--- config.mk ---
export PLATFORM = sky130hd
export DESIGN_NAME = uhis_core
export DESIGN_NICKNAME = d
export VERILOG_FILES = /design/src/uhis_pkg.sv /design/src/uhis_core.sv /design/src/uhis_sync.sv
export VERILOG_INCLUDE_DIRS = /design/src
export SDC_FILE = /design/constraint.sdc
export NUM_CORES = 1
export LEC_CHECK = 0
export ABC_CLOCK_PERIOD_IN_PS = 3100
export CAP_MARGIN = 20
export CORE_AREA = 2 2 140 108
export CTS_CLUSTER_SIZE = 28
export DETAILED_ROUTE_END_ITERATION = 6
export DIE_AREA = 0 0 142 110
export DONT_BUFFER_PORTS = 1
export PLACE_DENSITY_LB_ADDON = 0.12
export SYNTH_ARGS = -nofsm -noshare
export SYNTH_HDL_FRONTEND = slang
export SYNTH_SLANG_ARGS = --single-unit
--- constraint.sdc ---
create_clock -name sys_clk_i -period 3.1 [get_ports sys_clk_i]
set_clock_uncertainty 0.2 [all_clocks]
set_input_delay 0.465 -clock sys_clk_i [delete_from_list [all_inputs] [get_ports sys_clk_i]]
set_output_delay 0.465 -clock sys_clk_i [all_outputs]
set_load 0.02 [all_outputs]
--- src/uhis_regs.svh ---
// timing counts, reset values and codes for the iso scheduler and attach
// detector; assumes a 250 MHz system clock
`ifndef UHIS_REGS_SVH
`define UHIS_REGS_SVH
`define UHIS_CLK_MHZ        250
`define UHIS_CONN_US        25
`define UHIS_CONN_CYC       (`UHIS_CONN_US * `UHIS_CLK_MHZ)
`define UHIS_FRAME_US       1000
`define UHIS_FRAME_CYC      (`UHIS_FRAME_US * `UHIS_CLK_MHZ)
`define UHIS_FS_BIT_NS      83
`define UHIS_BIT_CYC        ((`UHIS_FS_BIT_NS * `UHIS_CLK_MHZ) / 1000)
`define UHIS_SE0_BITS       8
`define UHIS_SE0_CYC        (`UHIS_SE0_BITS * `UHIS_BIT_CYC)
`define UHIS_ISO_WIN_BYTES  256
`define UHIS_WIN_CYC        (`UHIS_ISO_WIN_BYTES * 8 * `UHIS_BIT_CYC)
`define UHIS_OSC_SETTLE_CYC 1024
`define UHIS_RES_OK         4'h0
`define UHIS_RES_TRUNC      4'h3
`define UHIS_RES_RUN        4'h6
`define UHIS_LAUNCH_IN      4'h4
`define UHIS_LAUNCH_OUT     4'h6
`endif

--- src/uhis_pkg.sv ---
// types shared by the iso scheduler and attach detector
package uhis_pkg;
    typedef enum logic [2:0] {
        UHIS_IDLE  = 3'b000,
        UHIS_HOLD  = 3'b001,
        UHIS_OUT   = 3'b010,
        UHIS_IN    = 3'b011
    } uhis_xfer_t;
    typedef enum logic [1:0] {
        UHIS_LN_SE0 = 2'b00,
        UHIS_LN_J   = 2'b01,
        UHIS_LN_K   = 2'b10,
        UHIS_LN_SE1 = 2'b11
    } uhis_line_t;
endpackage

--- src/uhis_core.sv ---
// host attach detection, soft reset with oscillator restart, and the
// iso transfer versus frame marker scheduler
// assumes one 250 MHz clock; bus lines and reset pin are asynchronous
`timescale 1ns/1ps
`include "uhis_regs.svh"
//
// Operation
// - soft reset acts like external reset pin
// - reset clears host role select
// - oscillator off in reset; stable after settle
// - attach change flag set; write-one clears
// - detach: J/K then 25us SE0
// - attach: 8 SE0 bits then 25us J/K
// - enable gates attach flag onto interrupt
// - line status refreshed on sample or flag
// - defer: late 256-byte iso held to frame
// - out under-run writes code 0x06
// - in over-run writes code 0x06
// - no defer: out cut, marker, code 0x03
// - defer late out: marker, then done 0x00
// - tx buffer free stays low when out deferred
// - no defer: in runs on, marker suppressed
// - frame counter increments every frame
// - defer late in: marker, then in, 0x00
// - host makes marker every 1ms frame, except while an in runs on
// - frame flag on each marker; write-one clears
module uhis_core #(
    parameter int FRAME_CYC = `UHIS_FRAME_CYC,
    parameter int CONN_CYC  = `UHIS_CONN_CYC,
    parameter int SETTLE    = `UHIS_OSC_SETTLE_CYC
) (
    input  wire logic       sys_clk_i,
    input  wire logic       rst_n_i,
    input  wire logic       clk_en_i,
    input  wire logic       ext_reset_n_i,
    input  wire logic       soft_device_reset_i,
    input  wire logic       host_select_wr_i,
    input  wire logic       host_select_i,
    input  wire logic       dplus_pulldown_en_i,
    input  wire logic       dminus_pulldown_en_i,
    input  wire logic       attach_change_enable_i,
    input  wire logic       attach_change_clr_i,
    input  wire logic       frame_marker_clr_i,
    input  wire logic       transfer_done_clr_i,
    input  wire logic       line_sample_cmd_i,
    input  wire logic       iso_defer_select_i,
    input  wire logic       launch_wr_i,
    input  wire logic [7:0] transfer_launch_reg_i,
    input  wire logic       tx_data_ready_i,
    input  wire logic       rx_fifo_free_i,
    input  wire logic       pkt_end_i,
    input  wire logic       dplus_i,
    input  wire logic       dminus_i,
    output logic            osc_run_o,
    output logic            osc_stable_flag_o,
    output logic            host_mode_o,
    output logic            dplus_pulldown_o,
    output logic            dminus_pulldown_o,
    output logic            attach_change_flag_o,
    output logic            int_o,
    output logic            j_state_seen_o,
    output logic            k_state_seen_o,
    output logic            frame_marker_flag_o,
    output logic            marker_send_o,
    output logic [10:0]     frame_count_o,
    output logic            transfer_done_flag_o,
    output logic            tx_buffer_free_flag_o,
    output logic [3:0]      transfer_result_code_o,
    output logic            tok_send_o,
    output logic [3:0]      tok_ep_o,
    output logic            tok_in_o
);
    logic [2:0] pin_s;
    logic       rst_pin_n;
    logic [1:0] ln;
    logic       chip_rst;

    uhis_sync #(.W(3)) u_sync (
        .sys_clk_i (sys_clk_i),
        .rst_n_i   (rst_n_i),
        .clk_en_i  (clk_en_i),
        .d_i       ({ext_reset_n_i, dminus_i, dplus_i}),
        .q_o       (pin_s)
    );
    assign rst_pin_n = pin_s[2];
    assign ln        = {pin_s[1], pin_s[0]};
    assign chip_rst  = !rst_n_i || !rst_pin_n || soft_device_reset_i;

    // oscillator and settle
    logic [15:0] osc_cnt_q, osc_cnt_d;
    logic        osc_run_d, osc_ok_d;
    always_comb begin
        osc_run_d = !soft_device_reset_i;
        osc_cnt_d = osc_cnt_q;
        osc_ok_d  = osc_stable_flag_o;
        if (soft_device_reset_i) begin
            osc_cnt_d = '0;
            osc_ok_d  = 1'b0;
        end else if (osc_cnt_q < 16'(SETTLE)) begin
            osc_cnt_d = osc_cnt_q + 16'h1;
        end else begin
            osc_ok_d  = 1'b1;
        end
    end
    always_ff @(posedge sys_clk_i) begin
        if (!rst_n_i || !rst_pin_n) begin
            osc_cnt_q         <= '0;
            osc_run_o         <= 1'b0;
            osc_stable_flag_o <= 1'b0;
        end else if (clk_en_i) begin
            osc_cnt_q         <= osc_cnt_d;
            osc_run_o         <= osc_run_d;
            osc_stable_flag_o <= osc_ok_d;
        end
    end

    // configuration
    logic host_d, dpp_d, dmp_d;
    always_comb begin
        host_d = host_select_wr_i ? host_select_i : host_mode_o;
        dpp_d  = dplus_pulldown_en_i;
        dmp_d  = dminus_pulldown_en_i;
    end
    always_ff @(posedge sys_clk_i) begin
        if (chip_rst) begin
            host_mode_o       <= 1'b0;
            dplus_pulldown_o  <= 1'b0;
            dminus_pulldown_o <= 1'b0;
        end else if (clk_en_i) begin
            host_mode_o       <= host_d;
            dplus_pulldown_o  <= dpp_d;
            dminus_pulldown_o <= dmp_d;
        end
    end

    // attach and detach detector
    logic [17:0] lcnt_q, lcnt_d;
    logic        conn_q, conn_d, armed_q, armed_d, se0_q;
    logic        acf_d, jst_d, kst_d, int_d, ev;
    logic        is_se0;
    always_comb begin
        is_se0  = (ln == uhis_pkg::UHIS_LN_SE0);
        lcnt_d  = lcnt_q;
        conn_d  = conn_q;
        armed_d = armed_q;
        ev      = 1'b0;
        if (is_se0 != se0_q)
            lcnt_d = 18'h1;
        else if (lcnt_q != 18'h3ffff)
            lcnt_d = lcnt_q + 18'h1;
        if (!conn_q && is_se0 && lcnt_q >= 18'(`UHIS_SE0_CYC))
            armed_d = 1'b1;
        if (host_mode_o && lcnt_q >= 18'(CONN_CYC) && is_se0 == se0_q &&
            (conn_q ? is_se0 : (!is_se0 && armed_q))) begin
            conn_d  = !conn_q;
            armed_d = 1'b0;
            ev      = 1'b1;
        end
        acf_d = ev || (attach_change_flag_o && !attach_change_clr_i);
        jst_d = j_state_seen_o;
        kst_d = k_state_seen_o;
        if (line_sample_cmd_i || ev) begin
            jst_d = (ln == uhis_pkg::UHIS_LN_J);
            kst_d = (ln == uhis_pkg::UHIS_LN_K);
        end
        int_d = acf_d && attach_change_enable_i;
    end
    always_ff @(posedge sys_clk_i) begin
        if (chip_rst) begin
            lcnt_q               <= '0;
            conn_q               <= 1'b0;
            armed_q              <= 1'b0;
            se0_q                <= 1'b1;
            attach_change_flag_o <= 1'b0;
            j_state_seen_o       <= 1'b0;
            k_state_seen_o       <= 1'b0;
            int_o                <= 1'b0;
        end else if (clk_en_i) begin
            lcnt_q               <= lcnt_d;
            conn_q               <= conn_d;
            armed_q              <= armed_d;
            se0_q                <= is_se0;
            attach_change_flag_o <= acf_d;
            j_state_seen_o       <= jst_d;
            k_state_seen_o       <= kst_d;
            int_o                <= int_d;
        end
    end

    // frame timer and iso scheduler
    uhis_pkg::uhis_xfer_t st_q, st_d;
    logic [17:0] fcnt_q, fcnt_d;
    logic        fdue, late, hin_q, hin_d, mk_d, ff_d, dn_d, tb_d, tk_d;
    logic [3:0]  ep_q, ep_d, rc_d;
    logic [10:0] fc_d;
    localparam int LATE_AT = (FRAME_CYC > `UHIS_WIN_CYC) ?
        FRAME_CYC - `UHIS_WIN_CYC : 0;
    always_comb begin
        fdue  = host_mode_o && (fcnt_q == 18'(FRAME_CYC - 1));
        late  = fcnt_q >= 18'(LATE_AT);
        fcnt_d = fdue ? 18'h0 : (host_mode_o ? fcnt_q + 18'h1 : 18'h0);
        fc_d  = fdue ? frame_count_o + 11'h1 : frame_count_o;
        mk_d  = fdue;
        st_d  = st_q;
        hin_d = hin_q;
        ep_d  = ep_q;
        rc_d  = transfer_result_code_o;
        dn_d  = transfer_done_flag_o && !transfer_done_clr_i;
        tb_d  = tx_buffer_free_flag_o;
        tk_d  = 1'b0;
        case (st_q)
            uhis_pkg::UHIS_IDLE: begin
                tb_d = 1'b1;
                if (launch_wr_i && host_mode_o &&
                    (transfer_launch_reg_i[7:4] == `UHIS_LAUNCH_IN ||
                     transfer_launch_reg_i[7:4] == `UHIS_LAUNCH_OUT)) begin
                    hin_d = (transfer_launch_reg_i[7:4] == `UHIS_LAUNCH_IN);
                    ep_d  = transfer_launch_reg_i[3:0];
                    tb_d  = hin_d;
                    if (iso_defer_select_i && late) begin
                        st_d = uhis_pkg::UHIS_HOLD;
                    end else begin
                        st_d = hin_d ? uhis_pkg::UHIS_IN : uhis_pkg::UHIS_OUT;
                        tk_d = 1'b1;
                    end
                end
            end
            uhis_pkg::UHIS_HOLD: begin
                tb_d = hin_q;
                if (fdue) begin
                    st_d = hin_q ? uhis_pkg::UHIS_IN : uhis_pkg::UHIS_OUT;
                    tk_d = 1'b1;
                end
            end
            uhis_pkg::UHIS_OUT: begin
                if (fdue) begin
                    rc_d = `UHIS_RES_TRUNC;
                    st_d = uhis_pkg::UHIS_IDLE;
                end else if (!tx_data_ready_i) begin
                    rc_d = `UHIS_RES_RUN;
                    dn_d = 1'b1;
                    st_d = uhis_pkg::UHIS_IDLE;
                end else if (pkt_end_i) begin
                    rc_d = `UHIS_RES_OK;
                    dn_d = 1'b1;
                    st_d = uhis_pkg::UHIS_IDLE;
                end
            end
            uhis_pkg::UHIS_IN: begin
                if (fdue) begin
                    mk_d = 1'b0;
                    rc_d = `UHIS_RES_TRUNC;
                    hin_d = 1'b0;
                end
                if (!rx_fifo_free_i) begin
                    rc_d = `UHIS_RES_RUN;
                    dn_d = 1'b1;
                    st_d = uhis_pkg::UHIS_IDLE;
                end else if (pkt_end_i) begin
                    if (hin_q && !fdue) begin
                        rc_d = `UHIS_RES_OK;
                        dn_d = 1'b1;
                    end
                    st_d = uhis_pkg::UHIS_IDLE;
                end
            end
            default: st_d = uhis_pkg::UHIS_IDLE;
        endcase
        ff_d = fdue || (frame_marker_flag_o && !frame_marker_clr_i);
    end
    always_ff @(posedge sys_clk_i) begin
        if (chip_rst) begin
            st_q                   <= uhis_pkg::UHIS_IDLE;
            fcnt_q                 <= '0;
            hin_q                  <= 1'b0;
            ep_q                   <= '0;
            frame_count_o          <= '0;
            marker_send_o          <= 1'b0;
            frame_marker_flag_o    <= 1'b0;
            transfer_done_flag_o   <= 1'b0;
            tx_buffer_free_flag_o  <= 1'b1;
            transfer_result_code_o <= `UHIS_RES_OK;
            tok_send_o             <= 1'b0;
            tok_ep_o               <= '0;
            tok_in_o               <= 1'b0;
        end else if (clk_en_i) begin
            st_q                   <= st_d;
            fcnt_q                 <= fcnt_d;
            hin_q                  <= hin_d;
            ep_q                   <= ep_d;
            frame_count_o          <= fc_d;
            marker_send_o          <= mk_d;
            frame_marker_flag_o    <= ff_d;
            transfer_done_flag_o   <= dn_d;
            tx_buffer_free_flag_o  <= tb_d;
            transfer_result_code_o <= rc_d;
            tok_send_o             <= tk_d;
            tok_ep_o               <= ep_d;
            tok_in_o               <= hin_d;
        end
    end
endmodule // uhis_core

--- src/uhis_sync.sv ---
// two-flop synchroniser for pin levels
// assumes the pin is asynchronous to sys_clk_i
`timescale 1ns/1ps
module uhis_sync #(
    parameter int W = 2
) (
    input  wire logic         sys_clk_i,
    input  wire logic         rst_n_i,
    input  wire logic         clk_en_i,
    input  wire logic [W-1:0] d_i,
    output logic      [W-1:0] q_o
);
    logic [W-1:0] s1_q;
    logic [W-1:0] s1_d;
    logic [W-1:0] s2_d;

    always_comb begin
        s1_d = clk_en_i ? d_i : s1_q;
        s2_d = clk_en_i ? s1_q : q_o;
    end

    always_ff @(posedge sys_clk_i) begin
        if (!rst_n_i) begin
            s1_q <= '0;
            q_o  <= '0;
        end else begin
            s1_q <= s1_d;
            q_o  <= s2_d;
        end
    end
endmodule // uhis_sync

# After elaboration in Yosys (flattened, before gate mapping)
# Index checks and enable logic that the tools add are counted.
dict set report word_totals {
  inputBits 29
  elab_cells 149
  ff_bits 98
  out_inout_bits 34
}
dict set report classes {
  n_lt_le_gt_ge 4
  n_mux 47
  reduce_logical 51
  n_eq_ne 16
  n_addsub 4
}
# cell count
set ops {}
lappend ops {{18-bit two-way mux} 4}
lappend ops {{18-bit by 1-bit adder with 18-bit output (second input constant)} 2}
lappend ops {{16-bit two-way mux} 2}
lappend ops {{4-bit two-way mux} 7}
lappend ops {{1-bit two-way mux} 21}
lappend ops {{18-bit equality test (second input constant)} 1}
lappend ops {{18-bit by 13-bit greater-or-equal comparator with 1-bit output (second input constant)} 1}
lappend ops {{18-bit greater-or-equal comparator (second input constant)} 1}
lappend ops {{18-bit by 8-bit greater-or-equal comparator with 1-bit output (second input constant)} 1}
lappend ops {{3-bit two-way mux} 6}
lappend ops {{18-bit inequality test (second input constant)} 1}
lappend ops {{2-bit AND reduction} 9}
lappend ops {{16-bit by 1-bit adder with 16-bit output (second input constant)} 1}
lappend ops {{16-bit by 11-bit less-than comparator with 1-bit output (second input constant)} 1}
lappend ops {{1-bit logical AND} 15}
lappend ops {{3-bit one-hot mux with 4 select lines} 1}
lappend ops {{2-bit nonzero test} 6}
lappend ops {{11-bit by 1-bit adder with 11-bit output (second input constant)} 1}
lappend ops {{1-bit zero test} 9}
lappend ops {{3-bit AND reduction} 3}
lappend ops {{4-bit by 3-bit equality test with 1-bit output (second input constant)} 2}
lappend ops {{2-bit inequality test (second input constant)} 4}
lappend ops {{1-bit one-hot mux with 2 select lines} 4}
lappend ops {{4-bit one-hot mux with 2 select lines} 1}
lappend ops {{12 further kinds} 18}

# Depth between registers and ports, before layout
dict set report depth {
  depth_word 8
  mapped_depth 9
  depth_no_buf 6
}

# Modules after synthesis
# Synthesis repeated with hierarchy kept, for this count alone.
dict set report hier_totals {
  hier_cells 577
  hier_area_um2 4842.1
}
# mod area_per_inst_um2 seq_area_each_um2 cells_each n_inst
set modules_own_cells {}
lappend modules_own_cells {uhis_core 4613.2 1841.8 558 1}
lappend modules_own_cells {uhis_sync 229.0 120.1 19 1}

# Worst setup path before layout
# No wires, ideal clock.
dict set report synth_timing {
  path_type {register to register}
  from {register host_mode_o}
  to {register frame_count_o[5]}
  path_stages_with_launch 8
  setup_slack_ns 1.142
  t_arrival_ns 1.626
  period_less_slack_ns 1.958
  required_ns 2.769
  setup_time_ns 0.131
  path_cell_list {dfxtp_1 > and4b_1 > and2_0 > buf_4 > nand3_4 > buf_6 > o311ai_1 > o41ai_1}
}
dict set report synth_between {
  elab_chain_len 2
}
# item line_no
set synth_lines {}
lappend synth_lines {{from (decl)} uhis_core.sv:56} ;# output logic host_mode_o,
lappend synth_lines {{from (signal assigned)} uhis_core.sv:130} ;# host_mode_o <= host_d;
lappend synth_lines {{1-bit logical AND} uhis_core.sv:199} ;# fdue = host_mode_o && (fcnt_q == 18'(FRAME_CYC - 1));
lappend synth_lines {{2-bit AND reduction (no line)} --}
lappend synth_lines {{to (signal assigned)} uhis_core.sv:277} ;# frame_count_o <= '0;
lappend synth_lines {{to (signal assigned)} uhis_core.sv:291} ;# frame_count_o <= fc_d;
lappend synth_lines {{to (decl)} uhis_core.sv:65} ;# output logic [10:0] frame_count_o,
# Every way passes these cells.
# A chain may end at the register's enable or synchronous reset.

# Final worst setup path
dict set report layout_timing {
  from {register fcnt_q[1]}
  to {register frame_count_o[3]}
}
dict set report layout_between {
  elab_chain_len 3
}
# item line_no
set layout_lines {}
lappend layout_lines {{from (decl)} uhis_core.sv:192} ;# logic [17:0] fcnt_q, fcnt_d;
lappend layout_lines {{from (signal assigned)} uhis_core.sv:288} ;# fcnt_q <= fcnt_d;
lappend layout_lines {{18-bit equality test} uhis_core.sv:199}
lappend layout_lines {{1-bit logical AND} uhis_core.sv:199}
lappend layout_lines {{2-bit AND reduction (no line)} --}
# Every way passes these cells.

==> out/results.ini <==
[outcome]
status = completed

[routing]
antenna_left = 0
drt_pass1_iterations = 5
drt_iter0_drc = 259
dr_total_vias = 4300
vias_per_cell = 5.61
drc = 0
drt_wl_total_um = 12900
wire_per_inst_um = 16.8

[sta]
rsz0062_at_grt = no
setup_tns_ns = 0
slew_viol_final = 0
fin_crit_sh_pct = 77.6
worst_pin_slew_ns = 0.814
maxSlewHeadroom_pct = 45.4
timing.fmax_mhz = 416
holdWs_ns = 0.0354
setup_slack_ns = 0.694
setup_viol = 0
hold_viol = 0
post-route-min-period_ns = 2.41

[setup_path]
worstSetupStartpointType = flip-flop
crit_type = flip-flop to flip-flop
r2r-start = fcnt_q[1]$_SDFFE_PP0P_
worstSetupEndpointType = flip-flop
r2r_cells = 6
r2r_slack_ns = 0.69
required_ns = 3.20
r2r_end = frame_count_o[3]$_SDFFE_PP0P_
cp-startpoint = fcnt_q[1]$_SDFFE_PP0P_
worst-path-max-fanout = 12
crit_arrival_ns = 2.51
endpoint = frame_count_o[3]$_SDFFE_PP0P_

[synthesis]
avgSynthCellArea_um2 = 8.28
postSynthCellCount = 593
synth-edff-count = 0
synthDistinctLibCells = 66
synthArstFlopShare_pct = 0
synth_seq_cells = 98
seq_area_frac_synth_pct = 40.0
syn_nets = 628
synth_top_area_cell = dfxtp_1
yosysTopAreaCellShare_pct = 40.0
synth_warnings = 0
synth.area.top_cells = dfxtp_1 (40%), nand2_1 (5.4%), nor2_1 (4.4%)
ys.flop_type = dfxtp_1
syn_area_um2 = 4910

[worst_hold_path]
hp-class = input port to flip-flop

[cells_and_area]
fillerInstances = 1463
layout-drive-gt1-share_pct = 5.11
final_core_util_pct = 37.5
layout.cells.non_filler = 767
n_antenna_cell = 0
area_growth_syn_to_layout_pct = 8.67
layout.nets = 618
fin_area_um2 = 5330

[die]
start_util_pct = 34.5
fp.dieW_um = 142
ioPinCount = 63
core_area_um2 = 14200
rows = 38
die_area_um2 = 15600
die_h_um = 110

[place]
dpl_worst_slack_ns = 0.717
dpl_cell_area_um2 = 5040
gp_congestion = 0.840
io_buffers = 0
dp_cells = 752
dpl.hpwl_um = 9130

[power]
power.share.switching_pct = 21.4
p_sw_mw = 0.525
leakage_nw = 1.68
clkPwrFrac_pct = 46.6
seqPwrFrac_pct = 51.7
cellPowerDensity_nw_per_um2 = 459
vdd_ir_drop_max_uv = 232
finalPower_mw = 2.45
p_int_mw = 1.93
combinationalPowerShare_pct = 1.7

[grt]
grt_pass1_wl_um = 20800
grtUsageTotal_pct = 17.1
busiest_layer = met2
grt_overflow = 0
met1_usage_pct = 24.0
grt_pass1_vias = 4006
global_route.usage.met2_pct = 24.2
antenna_found_initial = 0
use_met3_pct = 7.39
grt_max_degree = 51

[clock_network]
cts_resized = 0
cts_max_level = 3
ctsHoldBuffers = 0
cts.sinks = 98
clkLatencyLatePin_ns = 0.35
cts_buffer_depth = 2
post_cts_buffers = 0
clk_pin_slew_ns = 0.07
cts_buffers = 9
clockRootBuffer = clkbuf_16
cts_tree = done

[flow_run]
max_cap_viol_count = 0

[cell usage after synthesis (3+ instances only)]
cell      count
dfxtp_1      98
nand2_1      71
nor2_1       57
a21oi_1      36
nand3_1      28
o21ai_0      26
nor3_1       20
mux2i_1      18
nand4_1      17
clkbuf_1     14
or3_1        14
and2_1       13
inv_1        12
xnor2_1      12
and3_1       11
and4_1       11
nor2b_1      10
a31oi_1       8
or4_1         8
nand2b_1      7
o211ai_1      7
xor2_1        7
buf_2         6
ha_1          6
nand3b_1      5
o31ai_1       5
a211oi_1      4
nor4_1        4
o41ai_1       4
a311oi_1      3
a41oi_1       3
and3b_1       3
buf_6         3
o21a_1        3
[final cells by class]
cell class	instances	area, um^2	area share [%]
clock buffer	11	243	4.55
clock inverter	4	51.3	0.962
timing repair buffer	6	45.0	0.844
inverter	12	45.0	0.844
tap	180	225	4.22
multi-input combinational	456	2760	51.8
sequential	98	1960	36.8
[cells in the final DEF (no fill, tap or decap), types with 4 or more instances in the layout]
cell type / synthesis / final
and4_1: 11 / 11
ha_1: 6 / 6
nand4_1: 17 / 17
a21oi_1: 36 / 36
inv_1: 12 / 12
nor2_1: 57 / 57
nor2b_1: 10 / 10
nand2_1: 71 / 71
buf_4: 2 / 6
mux2i_1: 18 / 18
or3_1: 14 / 14
a211oi_1: 4 / 4
clkbuf_16: 0 / 9
nor3_1: 20 / 20
xnor2_1: 12 / 12
and3_1: 11 / 11
and2_1: 13 / 13
nand3b_1: 5 / 5
or4_1: 8 / 8
nand3_1: 28 / 28
nand2b_1: 7 / 7
o211ai_1: 7 / 7
xor2_1: 7 / 7
o31ai_1: 5 / 5
nor4_1: 4 / 4
a31oi_1: 8 / 8
o41ai_1: 4 / 4
dfxtp_1: 98 / 98
o21ai_0: 26 / 26
[critical path, cell delays in order (launching register included)]
cell and delay, ns:
dfxtp_1 0.38, ha_1 0.22, and3_1 0.29, and2_0 0.45, nand3_4 0.23, or4_1 0.50, nand2_1 0.07
[registers in the layout, summed over array words and instances, names as in the netlist, 4 cells and up]
register,flops
frame_count_o,11
fcnt_q,18
lcnt_q,18
ep_q,4
osc_cnt_q,16
transfer_result_code_o,4
[how the worst min path moves through the flow]
stage	slack, ns	end	depth (start not counted)	startpoint
final	0.04	u_sync.q_o[0]$_SDFFE_PN0P_	1	rst_n_i
after global routing	0.01	fcnt_q[8]$_SDFFE_PP0P_	1	clk_en_i
after CTS	0.02	fcnt_q[14]$_SDFFE_PP0P_	1	clk_en_i
after detailed placement	0.25	osc_cnt_q[14]$_SDFFE_PP0P_	1	osc_cnt_q[14]$_SDFFE_PP0P_
after global placement	0.24	osc_cnt_q[14]$_SDFFE_PP0P_	1	osc_cnt_q[14]$_SDFFE_PP0P_
after floorplan	0.23	osc_cnt_q[14]$_SDFFE_PP0P_	1	osc_cnt_q[14]$_SDFFE_PP0P_
[routing by layer]
metal,wire length (um),up-vias
li1,-,2150
met1,6420,2030
met2,5300,113
met3,1050,7
met4,80,0
met5,0,-
[power by group through the flow]
| stage | clock network [mW] | registers (mW) | logic (mW) |
|---|---|---|---|
| after global routing | 1.23 | 1.27 | 0.0476 |
| after floorplan | 0 | 1.29 | 0.0450 |
| after CTS | 1.18 | 1.27 | 0.0427 |
| final | 1.14 | 1.27 | 0.0425 |
| after global placement | 0 | 1.30 | 0.0418 |
| after detailed placement | 0 | 1.30 | 0.0425 |
[cells by family after synthesis]
family,count (synthesis),synth area share [%]
compound gates,122,16.3
xor+xnor,19,3.39
fa+ha+maj,6,1.53
buf+inv,39,3.75
flops,98,40.0
mux,18,3.67
simple gates,291,31.4
No activity file was read; power rests on OpenSTA's default activity.
